$ cat config.mk
export PLATFORM = sky130hd
export DESIGN_NAME = ipet_top
export DESIGN_NICKNAME = d
export VERILOG_FILES = /design/src/ipet_bit_trig.v /design/src/ipet_top.v
export VERILOG_INCLUDE_DIRS = /design/src
export SDC_FILE = /design/constraint.sdc
export NUM_CORES = 1
export LEC_CHECK = 0
export BUFFER_PORTS_ARGS = -buffer_cell sky130_fd_sc_hd__buf_2
export CAP_MARGIN = 5
export CORE_MARGIN = 2
export CORE_UTILIZATION = 45
export CTS_BUF_LIST = sky130_fd_sc_hd__clkbuf_8
export DETAILED_ROUTE_END_ITERATION = 8
export GPL_TIMING_DRIVEN = 1
export MAX_ROUTING_LAYER = met4
export PLACE_DENSITY = 0.76
export SETUP_SLACK_MARGIN = 0.1
export SKIP_LAST_GASP = 1
export SLEW_MARGIN = 40
export SYNTH_ARGS = -nofsm -noshare
export SYNTH_HDL_FRONTEND = slang
export SYNTH_SLANG_ARGS = --single-unit
$ cat constraint.sdc
create_clock -name pclk -period 1.7 [get_ports pclk]
set_clock_uncertainty 0.1 [all_clocks]
set_input_delay 0.085 -clock pclk [delete_from_list [all_inputs] [get_ports pclk]]
set_output_delay 0.085 -clock pclk [all_outputs]
set_load 0.005 [all_outputs]
$ cat src/ipet_map.vh
// Register indices, field positions and reset values of the input port event trigger
`ifndef IPET_MAP_VH
`define IPET_MAP_VH
`define IPET_CTRL_INDEX    8'h1B
`define IPET_FLAGS_INDEX   8'h1C
`define IPET_CTRL_ADDR     12'h06C
`define IPET_FLAGS_ADDR    12'h070
`define IPET_EN_LSB        0
`define IPET_EDGE_LSB      8
`define IPET_CTRL_WIDTH    16
`define IPET_CTRL_RESET    16'h0000
`define IPET_FLAGS_RESET   8'h00
`endif

$ cat src/ipet_bit_trig.v
// One input bit: pin synchroniser, edge detector and trigger qualifier
`timescale 1ns/100ps
module ipet_bit_trig
(
    // Clock and reset
    input  wire pclk,
    input  wire presetn,
    // Pin and settings
    input  wire pin,
    input  wire enable,
    input  wire rising,
    input  wire flag,
    // Trigger pulse
    output wire trig
);
    reg sync1_reg;
    reg sync2_reg;
    reg sync3_reg;
    reg level_reg;
    reg level_prev_reg;

    ////////////////////////////////////////////////////////////////////////
    // Synchroniser, level accepted when second and third stages agree
    always @(posedge pclk or negedge presetn)
    begin
        if (!presetn)
        begin
            sync1_reg      <= 1'b0;
            sync2_reg      <= 1'b0;
            sync3_reg      <= 1'b0;
            level_reg      <= 1'b0;
            level_prev_reg <= 1'b0;
        end
        else
        begin
            sync1_reg      <= pin;
            sync2_reg      <= sync1_reg;
            sync3_reg      <= sync2_reg;
            if (sync2_reg == sync3_reg)
                level_reg  <= sync3_reg;
            level_prev_reg <= level_reg;
        end
    end

    ////////////////////////////////////////////////////////////////////////
    // Edge select, enable and suppression while latched
    wire rise_edge = level_reg & ~level_prev_reg;
    wire fall_edge = ~level_reg & level_prev_reg;

    assign trig = enable & ~flag & (rising ? rise_edge : fall_edge);
endmodule

$ cat src/ipet_top.v
// Input port event trigger with APB register access
//
// Summary of operation
// - Control bits 7..0 enable detection per input bit; disabled bits never trigger.
// - Control bits 15..8 pick rising (1) or falling (0) edge per bit.
// - Combined trigger output is the OR of all eight bit triggers.
// - Detection uses real pin levels, never indicator outputs.
// - Flag bit reads 1 after a trigger on its bit, else 0.
// - A latched flag blocks further triggers from its bit until cleared.
// - Software clears a flag by writing 0 then 1 to it.
// - In FIFO mode flags clear automatically once the trigger is handled.
`timescale 1ns/100ps
`include "ipet_map.vh"
module ipet_top
#(
    parameter NBITS = 8
)
(
    // Clock and reset
    input  wire             pclk,
    input  wire             presetn,
    // APB slave
    input  wire             psel,
    input  wire             penable,
    input  wire             pwrite,
    input  wire [11:0]      paddr,
    input  wire [31:0]      pwdata,
    output wire             pready,
    output wire             pslverr,
    output wire [31:0]      prdata,
    // Input port connector pins
    input  wire [NBITS-1:0] input_port_connector,
    // FIFO handling of triggers
    input  wire             fifo_in_use,
    input  wire             trig_handled,
    // Combined trigger
    output wire             combined_trig_out
);
    reg  [`IPET_CTRL_WIDTH-1:0] ctrl_reg;
    reg  [`IPET_CTRL_WIDTH-1:0] ctrl_next;
    reg  [NBITS-1:0]            flags_reg;
    reg  [NBITS-1:0]            flags_next;
    reg  [NBITS-1:0]            armed_reg;
    reg  [NBITS-1:0]            armed_next;
    reg  [NBITS-1:0]            soft_clear;
    reg  [NBITS-1:0]            auto_clear;
    reg  [31:0]                 rdata_reg;
    reg  [31:0]                 rdata_next;
    reg                         comb_reg;
    reg                         hit_ctrl;
    reg                         hit_flags;
    wire [NBITS-1:0]            bit_trig;
    wire [NBITS-1:0]            en_bits;
    wire [NBITS-1:0]            edge_bits;
    wire [NBITS-1:0]            wr_bits;
    wire                        access;
    wire                        rd_setup;
    wire                        wr_ctrl;
    wire                        wr_flags;
    wire                        any_trig;

    ////////////////////////////////////////////////////////////////////////
    // APB address decode
    always @*
    begin
        hit_ctrl  = 1'b0;
        hit_flags = 1'b0;
        case (paddr)
            `IPET_CTRL_ADDR:
            begin
                hit_ctrl = 1'b1;
            end
            `IPET_FLAGS_ADDR:
            begin
                hit_flags = 1'b1;
            end
            default:
            begin
                hit_ctrl  = 1'b0;
                hit_flags = 1'b0;
            end
        endcase
    end

    ////////////////////////////////////////////////////////////////////////
    // APB strobes and responses
    assign access   = psel & penable;
    assign rd_setup = psel & ~penable & ~pwrite;
    assign wr_ctrl  = access & pwrite & hit_ctrl;
    assign wr_flags = access & pwrite & hit_flags;
    assign wr_bits  = pwdata[NBITS-1:0];

    assign pready  = 1'b1;
    assign pslverr = access & ~hit_ctrl & ~hit_flags;
    assign prdata  = rdata_reg;

    ////////////////////////////////////////////////////////////////////////
    // Control fields
    assign en_bits   = ctrl_reg[`IPET_EN_LSB +: NBITS];
    assign edge_bits = ctrl_reg[`IPET_EDGE_LSB +: NBITS];

    ////////////////////////////////////////////////////////////////////////
    // Per-bit detectors
    genvar i;
    generate
        for (i = 0; i < NBITS; i = i + 1)
        begin : g_bit
            ipet_bit_trig u_bit
            (
                .pclk    (pclk),
                .presetn (presetn),
                .pin     (input_port_connector[i]),
                .enable  (en_bits[i]),
                .rising  (edge_bits[i]),
                .flag    (flags_reg[i]),
                .trig    (bit_trig[i])
            );
        end
    endgenerate

    ////////////////////////////////////////////////////////////////////////
    // Software clear, armed bits written 1
    always @*
    begin
        soft_clear = {NBITS{1'b0}};
        if (wr_flags)
            soft_clear = armed_reg & wr_bits;
    end

    // Automatic clear once the FIFO has taken the trigger
    always @*
    begin
        auto_clear = {NBITS{1'b0}};
        if (fifo_in_use && trig_handled)
            auto_clear = {NBITS{1'b1}};
    end

    // Bits written 0 arm, bits written 1 disarm
    always @*
    begin
        armed_next = armed_reg;
        if (wr_flags)
            armed_next = ~wr_bits;
    end

    // A trigger in the clearing cycle keeps its flag
    always @*
    begin
        flags_next = flags_reg & ~(soft_clear | auto_clear);
        flags_next = flags_next | bit_trig;
    end

    // Control write
    always @*
    begin
        ctrl_next = ctrl_reg;
        if (wr_ctrl)
            ctrl_next = pwdata[`IPET_CTRL_WIDTH-1:0];
    end

    ////////////////////////////////////////////////////////////////////////
    // Read data selection
    always @*
    begin
        rdata_next = 32'h00000000;
        if (hit_ctrl)
            rdata_next = {{(32-`IPET_CTRL_WIDTH){1'b0}}, ctrl_reg};
        else if (hit_flags)
            rdata_next = {{(32-NBITS){1'b0}}, flags_reg};
    end

    ////////////////////////////////////////////////////////////////////////
    // Control register
    always @(posedge pclk or negedge presetn)
    begin
        if (!presetn)
            ctrl_reg <= `IPET_CTRL_RESET;
        else
            ctrl_reg <= ctrl_next;
    end

    ////////////////////////////////////////////////////////////////////////
    // Flag register
    always @(posedge pclk or negedge presetn)
    begin
        if (!presetn)
            flags_reg <= `IPET_FLAGS_RESET;
        else
            flags_reg <= flags_next;
    end

    ////////////////////////////////////////////////////////////////////////
    // Clear-sequence arming
    always @(posedge pclk or negedge presetn)
    begin
        if (!presetn)
            armed_reg <= {NBITS{1'b0}};
        else
            armed_reg <= armed_next;
    end

    ////////////////////////////////////////////////////////////////////////
    // Read data, loaded in the setup cycle of a read
    always @(posedge pclk or negedge presetn)
    begin
        if (!presetn)
            rdata_reg <= 32'h00000000;
        else if (rd_setup)
            rdata_reg <= rdata_next;
    end

    ////////////////////////////////////////////////////////////////////////
    // Combined trigger
    assign any_trig = |bit_trig;
    always @(posedge pclk or negedge presetn)
    begin
        if (!presetn)
            comb_reg <= 1'b0;
        else
            comb_reg <= any_trig;
    end

    assign combined_trig_out = comb_reg;
endmodule

Yosys cells after proc, flatten, opt, wreduce, memory -nomap -nowiden
Cells that the tools add are included.
{"block": "classes", "mux": 14, "addsub": 0, "order_cmp": 0, "reduce_logical": 2, "n_mul": 0, "shifts": 0, "bitwise": 74, "n_eq_ne": 10, "div": 0}
{"operator": "$and A1 B1 Y1", "n": 40}
{"operator": "$not A1 Y1", "n": 28}
{"operator": "$eq A12 B7 Y1 const B", "n": 2}
{"operator": "$mux W8", "n": 3}
{"operator": "$and A8 B8 Y8", "n": 2}
{"operator": "$mux W16", "n": 1}
{"operator": "$not A8 Y8", "n": 2}
{"operator": "$or A8 B8 Y8", "n": 2}
{"operator": "$mux W1", "n": 10}
{"operator": "$eq A1 B1 Y1", "n": 8}
{"operator": "$reduce_or A8 Y1", "n": 1}
{"operator": "$logic_and A1 B1 Y1", "n": 1}
{"block": "totals", "out_inout_bits": 35, "memories": 0, "ramBits": 0, "mem_bits_ro": 0, "wordCells": 145, "latchBits": 0, "input_bits": 59, "ff_bits": 105}

Logic depth before layout (Yosys ltp)
Gate-level depths: netlist of the first run.
{"block": "depth", "depth_word": 8, "ltp_mapped": 7, "depth_no_buf": 4}

Modules after synthesis
From an unflattened synthesis of the first run, not the netlist that was laid out.
{"block": "hier_totals", "cells_unflattened": 279, "area_unflattened_um2": 3562.2}
{"mod": "ipet_top", "area_per_inst_um2": 2260.9, "cells_each": 199, "instances": 1, "seq_area_each_um2": 1226.2}
{"mod": "ipet_bit_trig", "area_per_inst_um2": 162.7, "cells_each": 10, "instances": 8, "seq_area_each_um2": 125.1}

Least setup slack after synthesis of the first run
OpenSTA, ideal clock, no wires.
{"block": "synth_path", "path_type": "input to register", "from": "input port paddr[11]", "to": "register ctrl_reg[10]", "path_slack_ps": -348, "setup_ps": 125, "cell_stages": 6, "required_time_ps": 1475, "t_arrival_ps": 1823, "path_buffers": 3, "cell_sequence": "or4_1 buf_2 or4_4 buf_6 buf_6 mux2_4"}
{"block": "synth_between", "elab_chain_cells": 3}
{"element": "from (decl)", "line": "ipet_top.v:26", "source": "input wire [11:0] paddr,"}
{"element": "$eq A12 B7 Y1", "line": "ipet_top.v:68", "source": "case (paddr)"}
{"element": "$mux W1", "line": "ipet_top.v:68"}
{"element": "$and A1 B1 Y1", "line": "ipet_top.v:89", "source": "assign wr_ctrl = access & pwrite & hit_ctrl;"}
{"element": "to (signal assigned)", "line": "ipet_top.v:177", "source": "ctrl_reg <= `IPET_CTRL_RESET;"}
{"element": "to (signal assigned)", "line": "ipet_top.v:179", "source": "ctrl_reg <= ctrl_next;"}
{"element": "to (decl)", "line": "ipet_top.v:39", "source": "reg [`IPET_CTRL_WIDTH-1:0] ctrl_reg;"}
No other way between the ends.
A chain may end at the register's enable or synchronous reset.

Worst setup path after layout of the first run
{"block": "layout_path", "from": "input port paddr[1]", "to": "register ctrl_reg[4]"}
The elaborated chain is that of the path after synthesis.

==> key figures, run 1 <==
Cells and area
  • Area of the multi-input gates: 1120 um2
  • Non-Filler Instances: 459
  • Final Net Count: 414
  • Area growth syn-to-layout: 27.0%
  • Register Area: 2230 um2
  • Antenna diode count: 0
  • Final design utilization: 59.5%
  • Share of cells above drive strength 1: 34.7%
  • Filler cells: 594

Clock tree
  • Clock latency on the worst-skew pair: 0.35 ns
  • Clk sink count: 89
  • Clk pin slew, worst setup/hold paths: 0.08 ns
  • Total setup buffers inserted after CTS: 0
  • H-tree levels: 3
  • CTS max path bufs: 2
  • Total CTS buffers: 9
  • Clk root buf: clkbuf_8
  • CTS tree: done

Timing
  • RSZ-0062 raised after global routing: yes
  • Max Slew Vio Count: 0
  • F_max: 614 MHz
  • Final Setup Violations: 0
  • Final min period: 1.63 ns
  • Final worst setup slack: 0.0717 ns
  • Period utilization: 95.8%
  • Final Hold Viols: 0

Global route
  • GRT Total Usage: 18.0%
  • First-pass GRT wire length: 11.2 mm
  • GR Overflow Total: 0
  • Via count of the first global-routing pass: 2266
  • Antenna violations before repair: 0
  • Pin count of the biggest net entering global routing: 44

Pwr
  • LEAKAGE: 2.13 nW
  • Total Power: 0.00390 W
  • Clock share of power: 37.0%
  • Combinational share of power: 6.1%
  • Int Power: 0.00300 W
  • Sequential share of power: 56.9%
  • Peak supply drop: 0.000497 V
  • Sw Share: 23.0%
  • Pwr Density: 894 nW/um2
  • Switch Pwr: 0.000898 W

Outcome
  • Outcome: finished clean

Critical path
  • RR Startpoint: ctrl_reg[14]$_DFFE_PN0P_
  • R2r worst-path depth: 4
  • Slowest stage cell, crit path: or4_4
  • RR Endpoint: combined_trig_out$_DFF_PN0_
  • Max incr delay on CP: 0.68 ns
  • Crit path kind: input port to flop
  • Startpoint types: input port
  • Crit path DAT: 1.77 ns
  • Worst Path Required: 1.84 ns
  • Worst-path maximum fanout: 8
  • Worst path cell trace: buf_6, or4b_4, or4_4, mux2_1
  • R2r setup slk: 0.20 ns
  • Setup crit start: paddr[1]
  • Crit. End Element: flop

Detailed routing
  • DR WL/cell: 15.3 um
  • First-pass iteration count of the detailed router: 4
  • Drc violations: 0
  • Routed wire length: 7.00 mm
  • DR iter-0 viols: 101
  • Routed via count: 2295
  • Via-to-Cell Ratio: 5.00
  • Detail Route Antenna Nets: 0

Synth
  • Most used DFF post-synth: dfrtp_1
  • Synth top area share: 64.8%
  • Largest area contributor in the netlist: dfrtp_1
  • Compound-cell area share of the yosys netlist: 8.37%
  • Area contributors post-synth: dfrtp_1, mux2_4, buf_4
  • Simple-gate area share of the yosys netlist: 12.9%
  • Async set or reset register ratio after synthesis: 100%
  • Most frequent cells after synthesis: dfrtp_1, nand2_1, buf_4
  • Most common cell in the netlist: dfrtp_1
  • Post-synth EDFFs: 0
  • Mux cell area share after synthesis: 6.33%
  • Cell count after synthesis: 254
  • Xor/xnor share of the synthesized area: 0%
  • Post-synthesis cell area: 3440 um2
  • Ys Warns: 0
  • Post-synthesis cell type count: 31
  • Post-synthesis sequential area ratio: 64.8%
  • Post-synthesis adder-cell area fraction: 2.33%
  • Largest family of logic cells by synthesized area: simple AND/OR/NAND/NOR gates
  • Avg Cell Area, Syn: 13.5 um2
  • #FFs+latches synth: 89

Place
  • Count of input and output buffers: 60
  • Pre-CTS setup slack: -0.355 ns
  • DP Wirelength: 4.49 mm
  • Dpl cells: 416
  • Placer Congestion: 0.743

Floorplan
  • Die width: 91.4 um
  • Site Rows: 31
  • Die height: 91.4 um
  • Core region area: 7330 um2
  • Initial cell density of the core: 46.9%
  • Die area: 8360 um2
  • Num ports: 94

Worst hold path
  • Tightest Hold Check Type: input port to asynchronous set/reset pin

Flow run
  • Max Cap Violations: 0
## stage by stage
| step | setup TNS [ns] | cell area (um2) | hold slack [ns] |
|---|---|---|---|
| finish | 0 | 4370 | 0.0941 |
| global route | 0 | 4370 | 0.115 |
| CTS | 0 | 4340 | 0.0920 |
| detailed placement | -9.53 | 3860 | -0.0531 |
| global placement | -8.77 | 3860 | -0.0591 |
| floorplan | -7.88 | 3520 | -0.311 |
## cell type report
cell class                      count  area share [%]
Sequential cell                    89            51.0
Multi-Input combinational cell    156            25.6
Timing Repair Buffer               99            15.9
Clock buffer                        9            2.84
Tap cell                           99            2.84
Clock inverter                      7            1.78
## critical path: cells and delay by family
kind,cells,cell delay (ns)
buffers and inverters,1,0.09
multiplexers,1,0.35
AND/OR/NAND/NOR,2,1.24
## kinds of logic after synthesis
family | after synthesis
flip-flops | 89
AND/OR/NAND/NOR | 73
AO/OA/AOI/OAI | 41
buffers and inverters | 25
multiplexers | 16
adder cells (fa/ha/maj) | 8
other | 2
## routing by layer
layer,global-route usage (%),up-vias,share of wire (%)
met2,26.4,77,47
met3,4.73,10,5.4
li1,-,1072,-
met1,23.8,1136,46
met5,-,-,0
met4,7.32,0,1.6
## layout by cell type (no fill, tap or decap), types with 2 or more instances in the layout
cell / count
dfrtp_1: 89
buf_2: 57
nand2_1: 27
dlygate4sd3_1: 25
conb_1: 17
mux2_4: 12
buf_4: 11
nand3_1: 9
or3b_2: 9
clkbuf_8: 9
nand3b_1: 8
nand2b_1: 8
a21oi_1: 8
a22o_1: 8
a22oi_1: 8
o21ai_1: 8
maj3_1: 8
a31o_2: 6
buf_6: 5
or4_4: 4
nor4_1: 3
mux2_1: 3
nor4_2: 2
a31o_1: 2
clkinv_4: 2
inv_6: 2
## what timing repair did
action,in CTS,in global routing
pin swaps,2,2
setup endpoints to repair,21,20
hold buffers,25,0
resized for setup,5,5
hold endpoints to repair,129,0
gates cloned,2,0
## how the worst max path moves through the flow
stage / to / slack (ns) / cells past startpoint
2_1_floorplan: ctrl_reg[10]$_DFFE_PN0P_ / -0.34 / 6
3_3_place_gp: ctrl_reg[1]$_DFFE_PN0P_ / -0.33 / 4
3_5_place_dp: ctrl_reg[4]$_DFFE_PN0P_ / -0.35 / 4
4_1_cts: ctrl_reg[1]$_DFFE_PN0P_ / 0.10 / 4
5_1_grt: ctrl_reg[2]$_DFFE_PN0P_ / 0.07 / 4
6_report: ctrl_reg[4]$_DFFE_PN0P_ / 0.07 / 4
## power groups by stage
stage	Combinational [W]	Sequential (W)	Clock, W
6_report	0.000237	0.00222	0.00144
5_1_grt	0.000263	0.00223	0.00157
4_1_cts	0.000236	0.00222	0.00148
3_5_place_dp	0.000188	0.00226	0
3_3_place_gp	0.000183	0.00226	0
2_1_floorplan	0.0000973	0.00225	0
Power figures use the tool's default switching activity.
==> run 2: changes to the inputs <==
Settings changed: CORE_MARGIN 2 to 5, SLEW_MARGIN 40 to not set.
==> run 2 against run 1 <==
Final cell count fell by 0.22%; utilization rose by 0.26 points; critical path depth did not move; global-route usage fell by 1.9 points; critical path type unchanged; critical endpoint is now ctrl_reg[5]$_DFFE_PN0P_; largest power group unchanged; highest routed layer unchanged.
==> key figures, run 2 (synthesis gave the netlist of run 1 again) <==
Outcome
  • Outcome: finished clean

Global route
  • GRT Total Usage: 16.0% (-1.9 points)
  • GR Overflow Total: 0 (unchanged)
  • Antenna violations before repair: 0 (unchanged)
  • Via count of the first global-routing pass: 2317 (+2.3%)
  • Pin count of the biggest net entering global routing: 45 (+2.3%)
  • First-pass GRT wire length: 11.8 mm (+5.3%)

Critical path
  • Crit path DAT: 1.78 ns (about the same)
  • R2r worst-path depth: 4 (unchanged)
  • RR Endpoint: combined_trig_out$_DFF_PN0_
  • Crit. End Element: flop
  • Worst-path maximum fanout: 8 (unchanged)
  • R2r setup slk: 0.20 ns (about the same)
  • Setup crit start: paddr[7]
  • Startpoint types: input port
  • CP endpoint: ctrl_reg[5]$_DFFE_PN0P_
  • Worst Path Required: 1.84 ns (about the same)
  • Crit path kind: input port to flop
  • RR Startpoint: ctrl_reg[14]$_DFFE_PN0P_

Floorplan
  • Num ports: 94 (unchanged)
  • Initial cell density of the core: 46.9% (unchanged)
  • Die width: 97.4 um (+6.6%)
  • Site Rows: 31 (unchanged)
  • Core region area: 7330 um2 (unchanged)
  • Die height: 97.4 um (+6.6%)
  • Die area: 9490 um2 (+14%)

Cells and area
  • Final Net Count: 413 (-0.24%)
  • Commonest non-fill, non-tap cell in the layout: dfrtp_1
  • Non-Filler Instances: 458 (-0.22%)
  • Antenna diode count: 0 (unchanged)
  • Filler cells: 585 (-1.5%)
  • Share of cells above drive strength 1: 35.9% (+1.2 points)
  • Most frequent cells in the layout: dfrtp_1, buf_2, nand2_1, dlygate4sd3_1, conb_1
  • Register Area: 2230 um2 (unchanged)
  • Area of the multi-input gates: 1140 um2 (+1.6%)
  • Area growth syn-to-layout: 27.5%

Detailed routing
  • First-pass iteration count of the detailed router: 4 (unchanged)
  • Via-to-Cell Ratio: 4.98 (-0.44%)
  • DR iter-0 viols: 127 (+26%)
  • Drc violations: 0 (unchanged)
  • Routed via count: 2280 (-0.65%)
  • Routed wire length: 7.38 mm (+5.4%)
  • Detail Route Antenna Nets: 0 (unchanged)
  • DR WL/cell: 16.1 um (+5.7%)

Pwr
  • Pwr Density: 891 nW/um2 (-0.30%)
  • Total Power: 0.00391 W (+0.13%)
  • LEAKAGE: 2.13 nW (-0.18%)
  • Peak supply drop: 0.000401 V (-19%)

Timing
  • Max Slew Vio Count: 0 (unchanged)
  • Final Hold Viols: 0 (unchanged)
  • Rel. slew slack: 66.5%
  • Final worst setup slack: 0.0623 ns (-0.00941 ns)
  • Final Setup Violations: 0 (unchanged)
  • Period utilization: 96.3% (+0.55 points)
  • F_max: 611 MHz (-0.57%)
  • RSZ-0062 raised after global routing: yes
  • Final min period: 1.64 ns (+0.00941 ns)
  • Worst-Margin Slew: 0.502 ns

Place
  • Pre-CTS setup slack: -0.358 ns (-0.00364 ns)
  • DP Wirelength: 4.74 mm (+5.6%)
  • Dpl cells: 415 (-0.24%)
  • Count of input and output buffers: 60 (unchanged)
  • Placer Congestion: 0.802 (+7.9%)

Clock tree
  • Clk pin slew, worst setup/hold paths: 0.09 ns (about the same)
  • Total CTS buffers: 9 (unchanged)
  • CTS max path bufs: 2 (unchanged)
  • CTS tree: done
  • Clock latency on the worst-skew pair: 0.35 ns (about the same)
  • Clk root buf: clkbuf_8
  • Total setup buffers inserted after CTS: 0 (unchanged)
  • Clk sink count: 89 (unchanged)
  • H-tree levels: 3 (unchanged)

Worst hold path
  • Tightest Hold Check Type: input port to asynchronous set/reset pin

Flow run
  • Max Cap Violations: 0 (unchanged)
-- run 2: cell count changes in the layout (fill, tap and decap cells not counted) --
cell	change
buf_4	-2
buf_8	+1
clkinv_2	-1
clkinvlp_4	+2
inv_6	-1
mux2_1	-1
mux2_4	+1
nand2_1	-2
nand2_2	+2
nand3_1	-1
nand3_2	+1
o21ai_1	-1
o21ai_2	+1
-- run 2: area by class of cell --
class                      count  share of cell area, %
clock inverter                 7                   1.80
sequential                    89                   50.8
tap                           99                   2.83
timing repair buffer          98                   15.8
multi-input combinational    156                   25.9
clock buffer                   9                   2.83
-- run 2: worst min-delay path by stage --
stage                        from  cells past startpoint  slack (ns)                                 end
after floorplan           presetn                      0       -0.31            armed_reg[0]$_DFFE_PN0P_
after global placement    presetn                      1       -0.02  g_bit[4].u_bit.sync1_reg$_DFF_PN0_
after detailed placement  presetn                      1       -0.01  g_bit[4].u_bit.sync1_reg$_DFF_PN0_
after CTS                 presetn                      2        0.13              prdata[11]$_DFFE_PN0P_
after global routing      presetn                      2        0.17  g_bit[4].u_bit.sync1_reg$_DFF_PN0_
final                     presetn                      2        0.13  g_bit[4].u_bit.sync1_reg$_DFF_PN0_
-- run 2: critical path: stages --
cell and delay (ns):
buf_6 0.09, or4b_4 0.57, or4_4 0.68, mux2_1 0.35
-- run 2: through the flow --
step	area [um2]	util (%)	TNS (ns)	hold slack, ns
4_1_cts	4330	59.0	0	0.132
3_5_place_dp	3850	52.6	-9.37	-0.0125
3_3_place_gp	3850	52.6	-8.40	-0.0217
5_1_grt	4380	59.8	0	0.174
2_1_floorplan	3520	-	-7.88	-0.311
6_report	4380	59.8	0	0.128
-- run 2: per-layer routing --
layer | wire length [um] | track usage (%) | vias up
met3 | 487 | 4.59 | 9
met2 | 3500 | 24.4 | 74
li1 | - | - | 1074
met4 | 91 | 5.64 | 0
met5 | 0 | - | -
met1 | 3310 | 20.7 | 1123
-- run 2: report_power, final --
part / total [W] / internal (W) / switching (W) / leakage, nW
logic: 0.000239 / 0.000129 / 0.000110 / 0.887
registers: 0.00222 / 0.00218 / 0.0000389 / 1.15
clock network: 0.00145 / 0.000688 / 0.000758 / 0.0921
total: 0.00391 / 0.00300 / 0.000907 / 2.13
-- run 2: repair_timing --
item                                    4_1_cts  5_1_grt
cloned                                        1        1
gates resized for setup                       3       15
hold buffers                                 25        0
endpoints found under the hold margin        84        0
pin swaps                                     2        2
endpoints found under the setup margin       16       23
